<file path="src/clockgen_ctrl_regs.vh">
// Offsets, field positions, reset values and codes for control bytes 6 to 11.
`ifndef CLOCKGEN_CTRL_REGS_VH
`define CLOCKGEN_CTRL_REGS_VH
`define OFS_CLKREQ_MAP 8'h06
`define OFS_IDENT 8'h07
`define OFS_PKG_25M 8'h08
`define OFS_TEST_LVL 8'h09
`define OFS_STRAP_STOP 8'h0a
`define OFS_LP_ROUTE 8'h0b
`define RST_CLKREQ_MAP 8'h00
`define RST_PKG_25M_LOW 2'h3
`define RST_TEST_LVL 8'h25
`define RST_STRAP_STOP_LOW 2'h3
`define RST_LP_ROUTE 8'h25
`define RST_LVL 3'h5
`define RST_DRIVE 1'b1
`define MASK_CLKREQ_MAP 8'hf1
`define MASK_TEST_LVL 8'hbf
`define MASK_STRAP_STOP 8'h03
`define MASK_LP_ROUTE 8'h2d
`define MASK_PKG_25M 4'h3
`define B_CRQ_HI 7
`define B_CRQ_LO 4
`define B_CRQ_E 7
`define B_CRQ_F 6
`define B_CRQ_G 5
`define B_CRQ_H 4
`define B_PCIE_STOP 0
`define B_25M_FREE 1
`define B_25M_SHARED 0
`define B_PERIPH_STOP 7
`define B_REF_DRIVE 5
`define B_TEST_SEL 4
`define B_TEST_ENTRY 3
`define B_LVL_HI 2
`define B_LVL_LO 0
`define B_STRAP 7
`define B_PROC1_STOP 1
`define B_PROC0_STOP 0
`define B_KEEPALIVE 5
`define B_PROC2_MGMT 3
`define B_PROC1_MGMT 2
`define B_PROC2_STOP 0
`endif

</file>
<file path="src/clockgen_ctrl_bytes.v">
// Control register bytes 6 to 11 of the clock generator and their output decode.
`timescale 1ns/10ps
`include "clockgen_ctrl_regs.vh"

////////////////////////////////////////////////////////////////////////////////
// Overview. The host reaches six control bytes through a byte-wide strobe
// interface that the management bus engine presents after decoding a frame.
// Writes land on the enabled edge that samples the strobe; reads return data
// one edge later and hold it until the next read.
// The stored fields are decoded into registered run and mode levels that the
// clock output stages use to gate their drivers. The decode is one cycle
// behind the stored bytes, so a write shows on the outputs two edges after
// the strobe. A user must allow for that lag when a stop pin and a write
// are meant to take effect together.
// Identity fields are parameters rather than storage, so no write path or
// reset can ever disturb them.

////////////////////////////////////////////////////////////////////////////////
module clockgen_ctrl_bytes #(
   parameter [3:0] REVISION_CODE = 4'h0, // Arbitrary value.
   parameter [3:0] MAKER_CODE = 4'h5, // Arbitrary value.
   parameter [3:0] PACKAGE_CODE = 4'h2 // Arbitrary value.
) (
   input wire sys_clk, // System clock, 50 MHz.
   input wire rst, // Synchronous reset, active high.
   input wire clk_en, // Clock enable; all state frozen while low, except that rst still resets it.
   input wire [7:0] reg_addr, // Byte address from the management bus engine.
   input wire [7:0] reg_wdata, // Write data byte.
   input wire reg_wr, // Write strobe, one cycle.
   input wire reg_rd, // Read strobe, one cycle.
   output reg [7:0] reg_rdata_ff, // Read data, valid the cycle after reg_rd.
   input wire strap_pin_function, // Level of the strap pin, latched after reset.
   input wire [3:0] clkreq_n, // Clock requests e..h, active low.
   input wire periph_stop_n, // Peripheral clock stop input, active low.
   input wire proc_stop_n, // Processor clock stop input, active low.
   input wire mgmt_mode_enable, // Management mode enabled.
   input wire low_power_state, // Powerdown or management low-power state.
   output reg [3:0] pcie_ref_run, // Run for pcie outputs 6, 8, 9, 10.
   output reg last_periph_run, // Run for the last free-running peripheral clock.
   output reg [2:0] proc_run, // Run for processor outputs 0..2.
   output reg freerun_25m_run, // Free-running 25 MHz output active.
   output reg shared_25m_run, // Shared 25 MHz/24.576 MHz output active.
   output reg test_mode_active, // Device is in a test mode.
   output reg test_tristate, // Test mode forcing all outputs high impedance.
   output reg test_ref_div, // Test mode driving reference divided by N.
   output reg ref_drive_strength_mid, // Reference drive-strength middle bit.
   output reg [2:0] mgmt_bus_output_level, // Bus output level code.
   output reg [1:0] mgmt_clock_route // Bit0: output 1, bit1: output 2 carry clock.
);

   reg [7:0] clkreq_map_ff;
   reg [1:0] en25m_ff;
   reg [7:0] test_lvl_ff;
   reg [1:0] proc_stop_ff;
   reg [7:0] lp_route_ff;
   reg pin_function_strap_status_ff;
   reg strap_done_ff;
   reg [7:0] nxt_rdata;
   wire clkreq_e_enable;
   wire pcie_ref_stop_control;
   wire freerun_25m_out_enable;
   wire shared_25m_audio_out_enable;
   wire last_freerun_periph_stop_control;
   wire lowpower_25m_keepalive;
   wire proc_out1_mgmt_clock_enable;
   wire proc_out2_mgmt_clock_enable;
   wire debug_port_output_enable;
   wire test_on;
   wire clkreq_f_enable;
   wire clkreq_g_enable;
   wire clkreq_h_enable;
   wire [3:0] clkreq_enables;
   wire [3:0] pcie_slot_run;
   wire periph_stop_asserted;
   wire proc_stop_asserted;
   wire pcie_group_stopped;
   wire test_select;
   reg [3:0] nxt_pcie_ref_run;
   reg nxt_last_periph_run;
   reg [2:0] nxt_proc_run;
   reg nxt_freerun_25m_run;
   reg nxt_shared_25m_run;
   reg nxt_test_mode_active;
   reg nxt_test_tristate;
   reg nxt_test_ref_div;
   reg nxt_ref_drive_strength_mid;
   reg [2:0] nxt_mgmt_bus_output_level;
   reg [1:0] nxt_mgmt_clock_route;

   // Number of pcie reference outputs that a clock request can gate.
   localparam PCIE_SLOTS = 4;
   genvar slot;

   ////////////////////////////////////////////////////////////////////////////
   // Named views of the stored fields.
   assign clkreq_e_enable = clkreq_map_ff[`B_CRQ_E];
   assign clkreq_f_enable = clkreq_map_ff[`B_CRQ_F];
   assign clkreq_g_enable = clkreq_map_ff[`B_CRQ_G];
   assign clkreq_h_enable = clkreq_map_ff[`B_CRQ_H];
   // Slot order matches the request pins: bit 3 is request e, bit 0 request h.
   assign clkreq_enables = {clkreq_e_enable, clkreq_f_enable, clkreq_g_enable,
      clkreq_h_enable};
   assign pcie_ref_stop_control = clkreq_map_ff[`B_PCIE_STOP];
   assign freerun_25m_out_enable = en25m_ff[`B_25M_FREE];
   assign shared_25m_audio_out_enable = en25m_ff[`B_25M_SHARED];
   assign last_freerun_periph_stop_control = test_lvl_ff[`B_PERIPH_STOP];
   assign lowpower_25m_keepalive = lp_route_ff[`B_KEEPALIVE];
   assign proc_out1_mgmt_clock_enable = lp_route_ff[`B_PROC1_MGMT];
   assign proc_out2_mgmt_clock_enable = lp_route_ff[`B_PROC2_MGMT];
   // The debug port enable lives outside these bytes; the strap says whether the
   // shared pin carries an output at all, so it stands in for that enable here.
   assign debug_port_output_enable = pin_function_strap_status_ff;
   assign test_on = test_lvl_ff[`B_TEST_ENTRY];
   assign test_select = test_lvl_ff[`B_TEST_SEL];
   // Stop pins are active low; these views keep the decode readable.
   assign periph_stop_asserted = ~periph_stop_n;
   assign proc_stop_asserted = ~proc_stop_n;
   assign pcie_group_stopped = pcie_ref_stop_control & periph_stop_asserted;

   ////////////////////////////////////////////////////////////////////////////
   // Per-slot request gating. A slot whose gating is off runs regardless of its
   // request pin, so an unconnected request cannot starve a board that never
   // wired it.
   generate
      for (slot = 0; slot < PCIE_SLOTS; slot = slot + 1) begin : g_pcie_slot
         assign pcie_slot_run[slot] = ~clkreq_enables[slot] | ~clkreq_n[slot];
      end
   endgenerate

   ////////////////////////////////////////////////////////////////////////////
   // Register writes. Only writable bits are stored, so reserved and identity
   // bits cannot be disturbed by the host.
   always @(posedge sys_clk) begin
      if (rst) begin
         clkreq_map_ff <= `RST_CLKREQ_MAP;
         en25m_ff <= `RST_PKG_25M_LOW;
         test_lvl_ff <= `RST_TEST_LVL;
         proc_stop_ff <= `RST_STRAP_STOP_LOW;
         lp_route_ff <= `RST_LP_ROUTE;
      end else if (clk_en && reg_wr) begin
         case (reg_addr)
            `OFS_CLKREQ_MAP: clkreq_map_ff <= reg_wdata & `MASK_CLKREQ_MAP;
            `OFS_PKG_25M: en25m_ff <= reg_wdata[1:0];
            `OFS_TEST_LVL: test_lvl_ff <= reg_wdata & `MASK_TEST_LVL;
            `OFS_STRAP_STOP: proc_stop_ff <= reg_wdata[1:0];
            `OFS_LP_ROUTE: begin
               // Keep-alive is sticky at 1: once set it cannot be cleared.
               lp_route_ff <= (reg_wdata & `MASK_LP_ROUTE) |
                  {2'h0, lp_route_ff[`B_KEEPALIVE], 5'h00};
            end
            default: ;
         endcase
      end
   end

   ////////////////////////////////////////////////////////////////////////////
   // Strap capture: taken by a clocked process on the first enabled edge after
   // reset release, since an asynchronous load of a pin value is not allowed.
   always @(posedge sys_clk) begin
      if (rst) begin
         strap_done_ff <= 1'b0;
         pin_function_strap_status_ff <= 1'b0;
      end else if (clk_en && !strap_done_ff) begin
         strap_done_ff <= 1'b1;
         pin_function_strap_status_ff <= strap_pin_function;
      end
   end

   ////////////////////////////////////////////////////////////////////////////
   // Read multiplexer; unmapped addresses read zero.
   always @* begin
      nxt_rdata = 8'h00;
      case (reg_addr)
         `OFS_CLKREQ_MAP: nxt_rdata = clkreq_map_ff;
         `OFS_IDENT: nxt_rdata = {REVISION_CODE, MAKER_CODE};
         `OFS_PKG_25M: nxt_rdata = {PACKAGE_CODE, 2'h0, en25m_ff};
         `OFS_TEST_LVL: nxt_rdata = test_lvl_ff;
         `OFS_STRAP_STOP: nxt_rdata = {pin_function_strap_status_ff, 5'h00, proc_stop_ff};
         `OFS_LP_ROUTE: nxt_rdata = lp_route_ff;
         default: nxt_rdata = 8'h00;
      endcase
   end

   always @(posedge sys_clk) begin
      if (rst)
         reg_rdata_ff <= 8'h00;
      else if (clk_en && reg_rd)
         reg_rdata_ff <= nxt_rdata;
   end

   ////////////////////////////////////////////////////////////////////////////
   // Output control decode, next values. Test mode overrides every run flag:
   // all run flags drop so the output stage follows the test tristate or
   // reference-divide selection instead.
   always @* begin
      // Pcie slots: request gating per slot, then the shared stop group.
      nxt_pcie_ref_run = pcie_slot_run &
         {PCIE_SLOTS{~pcie_group_stopped & ~test_on}};
      // The last free-running peripheral clock only stops when its bit allows.
      nxt_last_periph_run = ~(last_freerun_periph_stop_control & periph_stop_asserted) &
         ~test_on;
      // Processor outputs 0 and 1 take their stop enables from byte 10.
      nxt_proc_run[0] = ~(proc_stop_ff[`B_PROC0_STOP] & proc_stop_asserted) & ~test_on;
      nxt_proc_run[1] = ~(proc_stop_ff[`B_PROC1_STOP] & proc_stop_asserted) & ~test_on;
      // Processor output 2 takes its stop enable from byte 11.
      nxt_proc_run[2] = ~(lp_route_ff[`B_PROC2_STOP] & proc_stop_asserted) & ~test_on;
      // The free 25 MHz output also honours the low-power keep-alive bit.
      nxt_freerun_25m_run = freerun_25m_out_enable & ~test_on &
         (~low_power_state | lowpower_25m_keepalive);
      nxt_shared_25m_run = shared_25m_audio_out_enable & ~test_on;
      // Exactly one test kind is flagged while test mode is on.
      nxt_test_mode_active = test_on;
      nxt_test_tristate = test_on & ~test_select;
      nxt_test_ref_div = test_on & test_select;
      // Static settings pass straight through; test mode does not touch them.
      nxt_ref_drive_strength_mid = test_lvl_ff[`B_REF_DRIVE];
      nxt_mgmt_bus_output_level = test_lvl_ff[`B_LVL_HI:`B_LVL_LO];
      // Code 00 is reserved and routes nothing; output 2 needs the debug port.
      nxt_mgmt_clock_route[0] = mgmt_mode_enable & proc_out1_mgmt_clock_enable;
      nxt_mgmt_clock_route[1] = mgmt_mode_enable & proc_out2_mgmt_clock_enable &
         debug_port_output_enable;
   end

   ////////////////////////////////////////////////////////////////////////////
   // Output registers. Registered so the clock gates downstream see no glitch
   // when a stop pin and a register write change in the same cycle; the cost
   // is one cycle of extra latency on every control path.
   always @(posedge sys_clk) begin
      if (rst) begin
         // Runs stay low until the first decode after reset release.
         pcie_ref_run <= 4'h0;
         last_periph_run <= 1'b0;
         proc_run <= 3'h0;
         freerun_25m_run <= 1'b0;
         shared_25m_run <= 1'b0;
         test_mode_active <= 1'b0;
         test_tristate <= 1'b0;
         test_ref_div <= 1'b0;
         // Static settings show their power-up codes at once.
         ref_drive_strength_mid <= `RST_DRIVE;
         mgmt_bus_output_level <= `RST_LVL;
         mgmt_clock_route <= 2'h0;
      end else if (clk_en) begin
         pcie_ref_run <= nxt_pcie_ref_run;
         last_periph_run <= nxt_last_periph_run;
         proc_run <= nxt_proc_run;
         freerun_25m_run <= nxt_freerun_25m_run;
         shared_25m_run <= nxt_shared_25m_run;
         test_mode_active <= nxt_test_mode_active;
         test_tristate <= nxt_test_tristate;
         test_ref_div <= nxt_test_ref_div;
         ref_drive_strength_mid <= nxt_ref_drive_strength_mid;
         mgmt_bus_output_level <= nxt_mgmt_bus_output_level;
         mgmt_clock_route <= nxt_mgmt_clock_route;
      end
   end

endmodule // clockgen_ctrl_bytes

</file>
<file path="config.mk">
export PLATFORM = sky130hd
export DESIGN_NAME = clockgen_ctrl_bytes
export DESIGN_NICKNAME = d
export VERILOG_FILES = /design/src/clockgen_ctrl_bytes.v
export VERILOG_INCLUDE_DIRS = /design/src
export SDC_FILE = /design/constraint.sdc
export NUM_CORES = 1
export LEC_CHECK = 0
export CAP_MARGIN = 20
export CORE_AREA = 10 10 68 70
export CTS_CLUSTER_DIAMETER = 50
export DETAILED_ROUTE_END_ITERATION = 10
export DIE_AREA = 0 0 78 80
export DONT_BUFFER_PORTS = 1
export PLACE_DENSITY = 0.87
export SLEW_MARGIN = 20
export SYNTH_ARGS = -nofsm -noshare
export SYNTH_HDL_FRONTEND = slang
export SYNTH_SLANG_ARGS = --single-unit
</file>
<file path="constraint.sdc">
create_clock -name sys_clk -period 4.3 [get_ports sys_clk]
set_clock_uncertainty 0.15 [all_clocks]
set_input_delay 0.215 -clock sys_clk [delete_from_list [all_inputs] [get_ports sys_clk]]
set_output_delay 0.215 -clock sys_clk [all_outputs]
set_load 0.03 [all_outputs]
</file>
# == Yosys cells after proc, flatten, opt, wreduce, memory -nomap -nowiden ==
# Index checks and enable logic that the tools add are counted.
# op_classes
n_mux,1
eq_ne,6
bitwise,43
n_reduce_logical,9
# ops
op,count
case mux 8 bit (6 select lines),1
== test 8 x 4 -> 1 bit (second input constant),4
bitwise AND 1 bit,18
NOT 1 bit,18
== test 8 x 3 -> 1 bit (second input constant),2
AND reduction 2 bit,5
bitwise OR 6 bit,1
bitwise OR 1 bit,5
bitwise AND 4 bit,1
logical AND 1 bit,3
zero test 1 bit,1
# totals
regBits,53
in_bits,30
out_inout_bits,27
elab_cells,78

# == Longest topological paths before layout ==
# Gate-level depths: netlist of the first run.
# logic_depth
word_depth,5
mapped_depth,6
mapped_depth_nobuf,4

# == Least setup slack after synthesis of the first run ==
# Ideal clock, no wire load.
# synth_timing
path_type,input to register
start,input reg_addr[5]
end,register clkreq_map_ff[0]
required_ps,4022
n_path_buf,2
slack_ps,2290
stages,6
setup_ps,128
arrival_ps,1733
cell_sequence,or4_4 -> buf_6 -> or4_1 -> buf_2 -> mux2i_1 -> nor2_1
# synth_between
elab_chain_len,2
# synth_lines
element,line,text
start: declaration,clockgen_ctrl_bytes.v:27,"input wire [7:0] reg_addr,"
== test 8 x 3 -> 1 bit,clockgen_ctrl_bytes.v:141,case (reg_addr)
AND reduction 2 bit (no source line),--,
end signal: assignment,clockgen_ctrl_bytes.v:135,clkreq_map_ff <= `RST_CLKREQ_MAP;
end signal: assignment,clockgen_ctrl_bytes.v:142,`OFS_CLKREQ_MAP: clkreq_map_ff <= reg_wdata & `MASK_CLKREQ_MAP;
end: declaration,clockgen_ctrl_bytes.v:51,reg [7:0] clkreq_map_ff;
# No other way between the ends.
# A chain may end at the register's enable or synchronous reset.

# == Worst setup path after layout of the first run ==
# layout_timing
start,input reg_addr[5]
end,register clkreq_map_ff[5]
# Same word-level chain as after synthesis.

==> reports/results.txt, run 1 <==
Ys flop type: dfxtp_1
Final min period: 2.31 ns
Synth warnings: 0
Slew Viols, Final: 0
Clk root buf: clkbuf_4
Area share of the largest cell type after synthesis: 48.0%
Synth Instances: 228
CTS tree: built
Arr. time, crit path: 2.44 ns
DRT iter0 DRCs: 151
Worst Hold Class: in2reg
Synth Area per Inst: 8.96 um2
VDD IR max: 315 uV
R2R Setup Slk: 2.69 ns
I/O pin count: 57
Nets: 274
Dpl cells: 259
FMAX: 0.432 GHz
Register-to-Register Path Depth: 5
Initial antenna violation count: 0
Grt met2 use: 30.2%
Synth top cells by count: 49 x dfxtp_1, 34 x nor2_1, 22 x a21oi_1
Area of the mapped netlist: 0.00204 mm2
Layout cell share with drive strength beyond 1: 5.74%
Power Density: 343 mW/mm2
Ant. Diodes: 0
Worst r2r src: test_lvl_ff[2]$_SDFFE_PP1P_
CTS buffer count: 5
Final setup fails: 0
Total grt overflow: 0
Post-DP HPWL: 3690 um
Routed vias/inst: 6.08
Global-route wire length before repair: 8880 um
Failing checks: hold timing
Tot GR Track Use: 17.6%
Max Fanout on Critical Path: 9
Ranking of synthesized cells by area: dfxtp_1 48%, mux2i_1 7.4%, nor2_1 6.3%, a21oi_1 5.4%, nand2_1 3.7%
Gr busiest metal: met2
Seq cells post-synth: 49
Register area: 981 um2
Wire per inst: 19.2 um
Core ar.: 0.00328 mm2
Clk_lat worst skew: 0.37 ns
Element type at the critical path end: flop
Critical Path RT: 4.42 ns
Worst hold margin: -0.00146 ns
Outcome: finished with violations
Worst path cell trace: or4_4 -> or4_1 -> mux2i_1 -> nor2_1 -> dlygate4sd3_1
Hold path depth: 3
Final GP Congestion: 0.864
WP buf/inv: 1
Post-synth ARST share: 0%
Critical R2R Capture: reg_rdata_ff[2]$_SDFFE_PP0P_
Via count: 1,763
Post-CTS Setup Inserts: 0
Netlist cell types: 37
Clock sink total: 49
Worst Tran Pin Value: 0.697 ns
RSZ-0062 raised after global routing: false
Seq/Total Area, Yosys: 48.0%
Syn_nets: 258
Worst hold path endpoint: lp_route_ff[2]$_SDFFE_PP1P_
Post-synth EDFFs: 0
Vias in the first global route: 1,804
Setup total negative slack: 0 ns
Part of the cycle the worst path needs: 53.8%
Rel. slew slack: 53.2%
Largest net degree at the start of global routing: 55
Leakage: 0.883 nW
Most frequent cell after synthesis: dfxtp_1
Initial Utilization: 62.2%
Endpoints failing hold: 1
DIE AREA: 0.00624 mm2
Drt pass-1 iters: 4
Multi-input gate area: 973 um2
# H-tree levels: 2
Reg clk slew, reported paths: 0.13 ns
Slowest cell on crit path: or4_1
Critical setup path kind: in2reg
Final Instance Count excl. Fillers: 290
Clk buf depth: 2
Max Cap Viol: 0
FILL cells: 254
Hold wc startpoint: reg_addr[1]
Worst path top cell family by delay: simple AND/OR/NAND/NOR gates
Die width: 78 um
CP startpoint kind: input port
Met1 GRT Util: 18.8%
P&R area growth vs syn: 15.4%
Largest stage delay, worst path: 0.73 ns
Grt met3 use: 5.97%
Die Span Y: 80 um
DRT antenna net count: 0
Port buffer count: 0
WL final: 5560 um
Residual DRC count: 0
FP Rows: 21
Largest area contributor in the netlist: dfxtp_1
per-stage QoR:
| step | cell area [um2] | util, % | worst slack (ns) | hold WS, ns | power (W) |
|---|---|---|---|---|---|
| 2_1_floorplan | 2040 | - | 2.29 | 0.183 | 0.000535 |
| 3_3_place_gp | 2030 | 61.9 | 2.25 | 0.141 | 0.000532 |
| 3_5_place_dp | 2030 | 61.9 | 2.20 | 0.144 | 0.000533 |
| 4_1_cts | 2350 | 71.5 | 2.07 | 0.00106 | 0.000808 |
| 5_1_grt | 2360 | 71.8 | 1.97 | 0.0452 | 0.000831 |
| 6_report | 2360 | 71.8 | 1.99 | -0.00146 | 0.000808 |
placed cells by master (no fill, tap or decap), drive strengths merged:
master,instances
and2,4
nor2b,2
nor4,3
nor3,9
or4,2
a21oi,22
a211o,4
dfxtp,49
dlygate4sd3,23
nor3b,1
mux2i,15
a31oi,1
mux2,1
nand4,3
a21boi,1
nand2,20
o2bb2ai,1
nand3,4
a211oi,5
nand2b,5
inv,6
o21ai,2
a22oi,7
a32oi,2
or4b,1
bufinv,1
o31ai,2
nor2,35
nand3b,3
buf,1
o22ai,1
clkbuf,5
mux4,1
a2bb2oi,1
clkinv,1
final cells by class:
class | instances | area share, %
Clock buffer | 5 | 1.59
Clock inverter | 2 | 1.49
Inverter | 6 | 0.955
Multi-Input combinational cell | 158 | 41.3
Sequential cell | 49 | 41.6
Tap cell | 46 | 2.44
Timing Repair Buffer | 24 | 10.6
timing repair:
item                                   in CTS  in global routing
endpoints found under the hold margin      49                  1
gates resized for setup                     0                  0
hold buffers                               23                  1
kinds of logic (layout without fill, tap and decap cells):
kind of cell,Yosys count,count (layout),synth area share (%)
buf+inv,21,37,4.29
simple gates,92,92,23.2
mux,17,17,9.01
compound gates,49,49,15.4
flops,49,49,48.0
flip-flops by register name (all words and copies together), names as in the netlist, 2 cells and up:
signal / flops
lp_route_ff: 4
proc_run: 3
reg_rdata_ff: 8
mgmt_bus_output_level: 3
pcie_ref_run: 4
clkreq_map_ff: 5
mgmt_clock_route: 2
en25m_ff: 2
proc_stop_ff: 2
test_lvl_ff: 7
worst reg2reg max path, stage by stage, from the launching register on:
cell and delay (ns):
dfxtp_1 0.39, nor2_1 0.06, a31oi_1 0.13, nand4_1 0.11
dlygate4sd3_1 0.58, a21oi_1 0.14
how the worst max path moves through the flow:
stage / start / endpoint / slack [ns] / cells past startpoint
3_5_place_dp: reg_addr[5] / clkreq_map_ff[6]$_SDFFE_PP0P_ / 2.20 / 4
5_1_grt: reg_addr[5] / clkreq_map_ff[5]$_SDFFE_PP0P_ / 1.97 / 5
6_report: reg_addr[5] / clkreq_map_ff[5]$_SDFFE_PP0P_ / 1.99 / 5
2_1_floorplan: reg_addr[5] / clkreq_map_ff[0]$_SDFFE_PP0P_ / 2.29 / 6
3_3_place_gp: reg_addr[5] / clkreq_map_ff[5]$_SDFFE_PP0P_ / 2.25 / 4
4_1_cts: reg_addr[5] / clkreq_map_ff[5]$_SDFFE_PP0P_ / 2.07 / 5
layer usage:
layer / wire length [um] / share of wire [%]
met5: 0 / 0
met3: 506 / 9.1
met2: 2760 / 50
met1: 2140 / 38
met4: 153 / 2.8
power breakdown:
part / switching (W) / internal (W) / leakage [nW]
combinational: 0.0000355 / 0.0000291 / 0.442
clock: 0.000138 / 0.000118 / 0.0410
sequential: 0.0000235 / 0.000464 / 0.399
total: 0.000197 / 0.000611 / 0.883
Note: power is estimated with default switching activity, not from simulation.
==> inputs of run 2 (changes only) <==
- ABC_AREA: unset -> 1
- CORE_AREA: 10 10 68 70 -> 10 10 70 72
- DIE_AREA: 0 0 78 80 -> 0 0 80 82
- PLACE_DENSITY: 0.87 -> 0.84
- clock period: 4.3 -> 2.25 ns (I/O delays scaled with it)
==> run 2 against run 1 <==
The flow now finishes without violations. Flip-flop and latch count is the same. Power grew 89%. Wire length grew 0.65%. Clock-buffer cell count grew 2. Non-clock buffer count grew 7. Largest power group unchanged. Via count grew 9.0%. Utilization shrank 2.1 points.
==> reports/results.txt, run 2 <==
Outcome: completed (was finished with violations)
Slew Viols, Final: 0 (unchanged)
R2R Setup Slk: 0.38 ns (was 2.69 ns)
FP Rows: 22 (was 21)
Syn_nets: 307 (was 258)
Rel. slew slack: 42.8% (was 53.2%)
Clk_lat worst skew: 0.36 ns (was 0.37 ns)
WL met2: 2740 um (was 2760 um)
Clock sink total: 49 (unchanged)
Adder-Cell Fraction of Synth Area: 0% (unchanged)
Drt pass-1 iters: 4 (unchanged)
Largest net degree at the start of global routing: 26 (was 55)
Tot GR Track Use: 17.6% (about the same)
Total power: 0.00153 W (was 0.000808 W)
M1 wire length: 2250 um (was 2140 um)
Critical setup path kind: in2reg (unchanged)
Setup total negative slack: 0 ns (unchanged)
CP startpoint kind: input port (unchanged)
Synth Instances: 277 (was 228)
Largest reg by FF count: reg_rdata_ff (unchanged)
Clk buf depth: 2 (unchanged)
Post-DP HPWL: 4000 um (was 3690 um)
Final Instance Count excl. Fillers: 355 (was 290)
Initial antenna violation count: 0 (unchanged)
Hold path depth: 4 (was 3)
Worst Tran Pin Value: 0.855 ns (was 0.697 ns)
Total grt overflow: 0 (unchanged)
Synth Area in Compound Gates: 17.4% (was 15.4%)
Post-synth EDFFs: 0 (unchanged)
Residual DRC count: 0 (unchanged)
Reg clk slew, reported paths: 0.13 ns (about the same)
Endpoints failing hold: 0 (was 1)
Routed vias/inst: 5.41 (was 6.08)
Seq/Total Area, Yosys: 46.7% (was 48.0%)
Die width: 80 um (was 78 um)
Max Cap Viol: 0 (unchanged)
Port buffer count: 0 (unchanged)
Clk root buf: clkbuf_4 (unchanged)
CTS buffer count: 5 (unchanged)
Final min period: 1.90 ns
Layout cell share with drive strength beyond 1: 12.1% (was 5.74%)
Part of the cycle the worst path needs: 84.4%
Largest area contributor in the netlist: dfxtp_1 (unchanged)
DRT iter0 DRCs: 163 (was 151)
Post-synth ARST share: 0% (unchanged)
Synth top cells by count: 68 x nand2_1, 49 x dfxtp_1, 35 x a21oi_1 (was 49 x dfxtp_1, 34 x nor2_1, 22 x a21oi_1)
DR top layer: met4 (unchanged)
Largest regs: reg_rdata_ff: 8 flops, test_lvl_ff: 7 flops, clkreq_map_ff: 5 flops (unchanged)
Area of the mapped netlist: 0.00210 mm2 (was 0.00204 mm2)
Number of flip-flops in the largest register: 8 (unchanged)
Register-to-Register Path Depth: 5 (unchanged)
Max Fanout on Critical Path: 8 (was 9)
VDD IR max: 616 uV (was 315 uV)
Most frequent cells in the layout: 68 x nand2_1, 49 x dfxtp_1, 35 x a21oi_1, 31 x dlygate4sd3_1, 26 x nand3_1 (was 49 x dfxtp_1, 34 x nor2_1, 23 x dlygate4sd3_1, 22 x a21oi_1, 20 x nand2_1)
Final setup fails: 0 (unchanged)
Arr. time, crit path: 2.07 ns (was 2.44 ns)
Simple-Gate Fraction of Synth Area: 28.2% (was 23.2%)
Final GP Congestion: 0.916 (was 0.864)
Largest family of logic cells by synthesized area: simple AND/OR/NAND/NOR gates (unchanged)
Met3 WL: 527 um (was 506 um)
Vias in the first global route: 1,942 (was 1,804)
DRT antenna net count: 0 (unchanged)
Synth Area in XOR/XNOR: 0% (unchanged)
I/O pin count: 57 (unchanged)
# H-tree levels: 2 (unchanged)
Synth Area per Inst: 7.58 um2 (was 8.96 um2)
Critical R2R Capture: pcie_ref_run[1]$_SDFFE_PP0P_ (was reg_rdata_ff[2]$_SDFFE_PP0P_)
Element type at the critical path end: flop (unchanged)
Wire per inst: 15.8 um (was 19.2 um)
Mux cell area share after synthesis: 0% (was 9.01%)
RSZ-0062 raised after global routing: false (unchanged)
P&R area growth vs syn: 18.8% (was 15.4%)
WL final: 5590 um (was 5560 um)
Power Density: 612 mW/mm2 (was 343 mW/mm2)
Worst r2r src: test_lvl_ff[3]$_SDFFE_PP0P_ (was test_lvl_ff[2]$_SDFFE_PP1P_)
Hold wc startpoint: reg_addr[1] (unchanged)
Die Span Y: 82 um (was 80 um)
Ant. Diodes: 0 (unchanged)
Worst hold path endpoint: proc_stop_ff[0]$_SDFFE_PP1P_ (was lp_route_ff[2]$_SDFFE_PP1P_)
Ranking of synthesized cells by area: dfxtp_1 47%, nand2_1 12%, a21oi_1 8.3%, nand3_1 6.2%, inv_1 3.9% (was dfxtp_1 48%, mux2i_1 7.4%, nor2_1 6.3%, a21oi_1 5.4%, nand2_1 3.7%)
Post-CTS Setup Inserts: 0 (unchanged)
Area share of the largest cell type after synthesis: 46.7% (was 48.0%)
Critical Path RT: 2.42 ns (was 4.42 ns)
Netlist cell types: 25 (was 37)
Worst Hold Class: in2reg (unchanged)
Global-route wire length before repair: 9280 um (was 8880 um)
Nets: 336 (was 274)
Initial Utilization: 58.7% (was 62.2%)
FMAX: 0.526 GHz
Dpl cells: 316 (was 259)
Most common cell after layout, fill and taps aside: nand2_1 (was dfxtp_1)
Most frequent cell after synthesis: nand2_1 (was dfxtp_1)
DIE AREA: 0.00656 mm2 (was 0.00624 mm2)
Seq cells post-synth: 49 (unchanged)
Ys flop type: dfxtp_1 (unchanged)
Synth warnings: 0 (unchanged)
Leakage: 1.07 nW (was 0.883 nW)
Via count: 1,921 (was 1,763)
Core ar.: 0.00358 mm2 (was 0.00328 mm2)
CTS tree: built (unchanged)
-- run 2: cell types whose count changed after synthesis, sizes merged, moves of 15 or more --
cell   before  now
inv         6   31
nand3       4   26
o21ai       2   25
mux2i      15    0
nor2       35   14
nand2      20   78
-- run 2: final cells by class --
type | instances | area, um2
multi-input cells | 188 | 957
repair buffers | 31 | 310
inverters | 31 | 116
clock inverters | 1 | 5.00
well taps | 48 | 60.1
clock buffers | 7 | 65.1
fillers | 339 | 1080
flip-flops and latches | 49 | 981
-- run 2: critical path, cell delays in order --
cell	delay [ns]
inv_2	0.04
dlygate4sd3_1	0.61
nor2_2	0.28
o21a_1	0.24
nand2_1	0.08
a21oi_1	0.13
dlygate4sd3_1	0.57
-- run 2: worst max-delay path by stage --
stage | slack (ns) | to | from
finish | 0.35 | pcie_ref_run[1]$_SDFFE_PP0P_ | clk_en
global route | 0.23 | pcie_ref_run[1]$_SDFFE_PP0P_ | test_lvl_ff[3]$_SDFFE_PP0P_
CTS | 0.37 | reg_rdata_ff[2]$_SDFFE_PP0P_ | reg_addr[1]
detailed placement | 0.92 | test_lvl_ff[0]$_SDFFE_PP1P_ | reg_addr[6]
global placement | 0.97 | test_lvl_ff[0]$_SDFFE_PP1P_ | reg_addr[6]
floorplan | 1.14 | test_lvl_ff[4]$_SDFFE_PP0P_ | reg_addr[2]
-- run 2: logic make-up after synthesis --
kind of cell | after synthesis
buffers and inverters | 40
and+or+nand+nor | 120
DFF | 49
AOI/OAI and AO/OA | 68
-- run 2: where the power goes --
group | switching, W | leakage (nW) | internal (W) | total (W)
Combinational | 0.0000813 | 0.634 | 0.0000585 | 0.000140
Clock | 0.000268 | 0.0413 | 0.000182 | 0.000450
Sequential | 0.0000488 | 0.399 | 0.000888 | 0.000937
Total | 0.000398 | 1.07 | 0.00113 | 0.00153
-- run 2: metrics by stage --
step                      area (um2)  hold WS, ns  util, %  setup WS, ns
after floorplan                 2100       0.0757        -          1.14
final                           2490       0.0173     69.7         0.350
after global routing            2490       0.0278     69.7         0.232
after CTS                       2490      0.00894     69.7         0.366
after global placement          2110       0.0348     59.1         0.972
after detailed placement        2110       0.0372     59.1         0.917
-- run 2: routing by layer --
metal / track usage, % / vias up
met5: 0 / -
met4: 5.46 / 0
met3: 6.00 / 10
met2: 29.9 / 62
met1: 20.6 / 886
li1: - / 963
-- run 2: what timing repair did --
action,CTS,global route
hold buffers,31,0
gates resized for setup,0,0
endpoints found under the hold margin,49,0
setup endpoints to repair,0,0
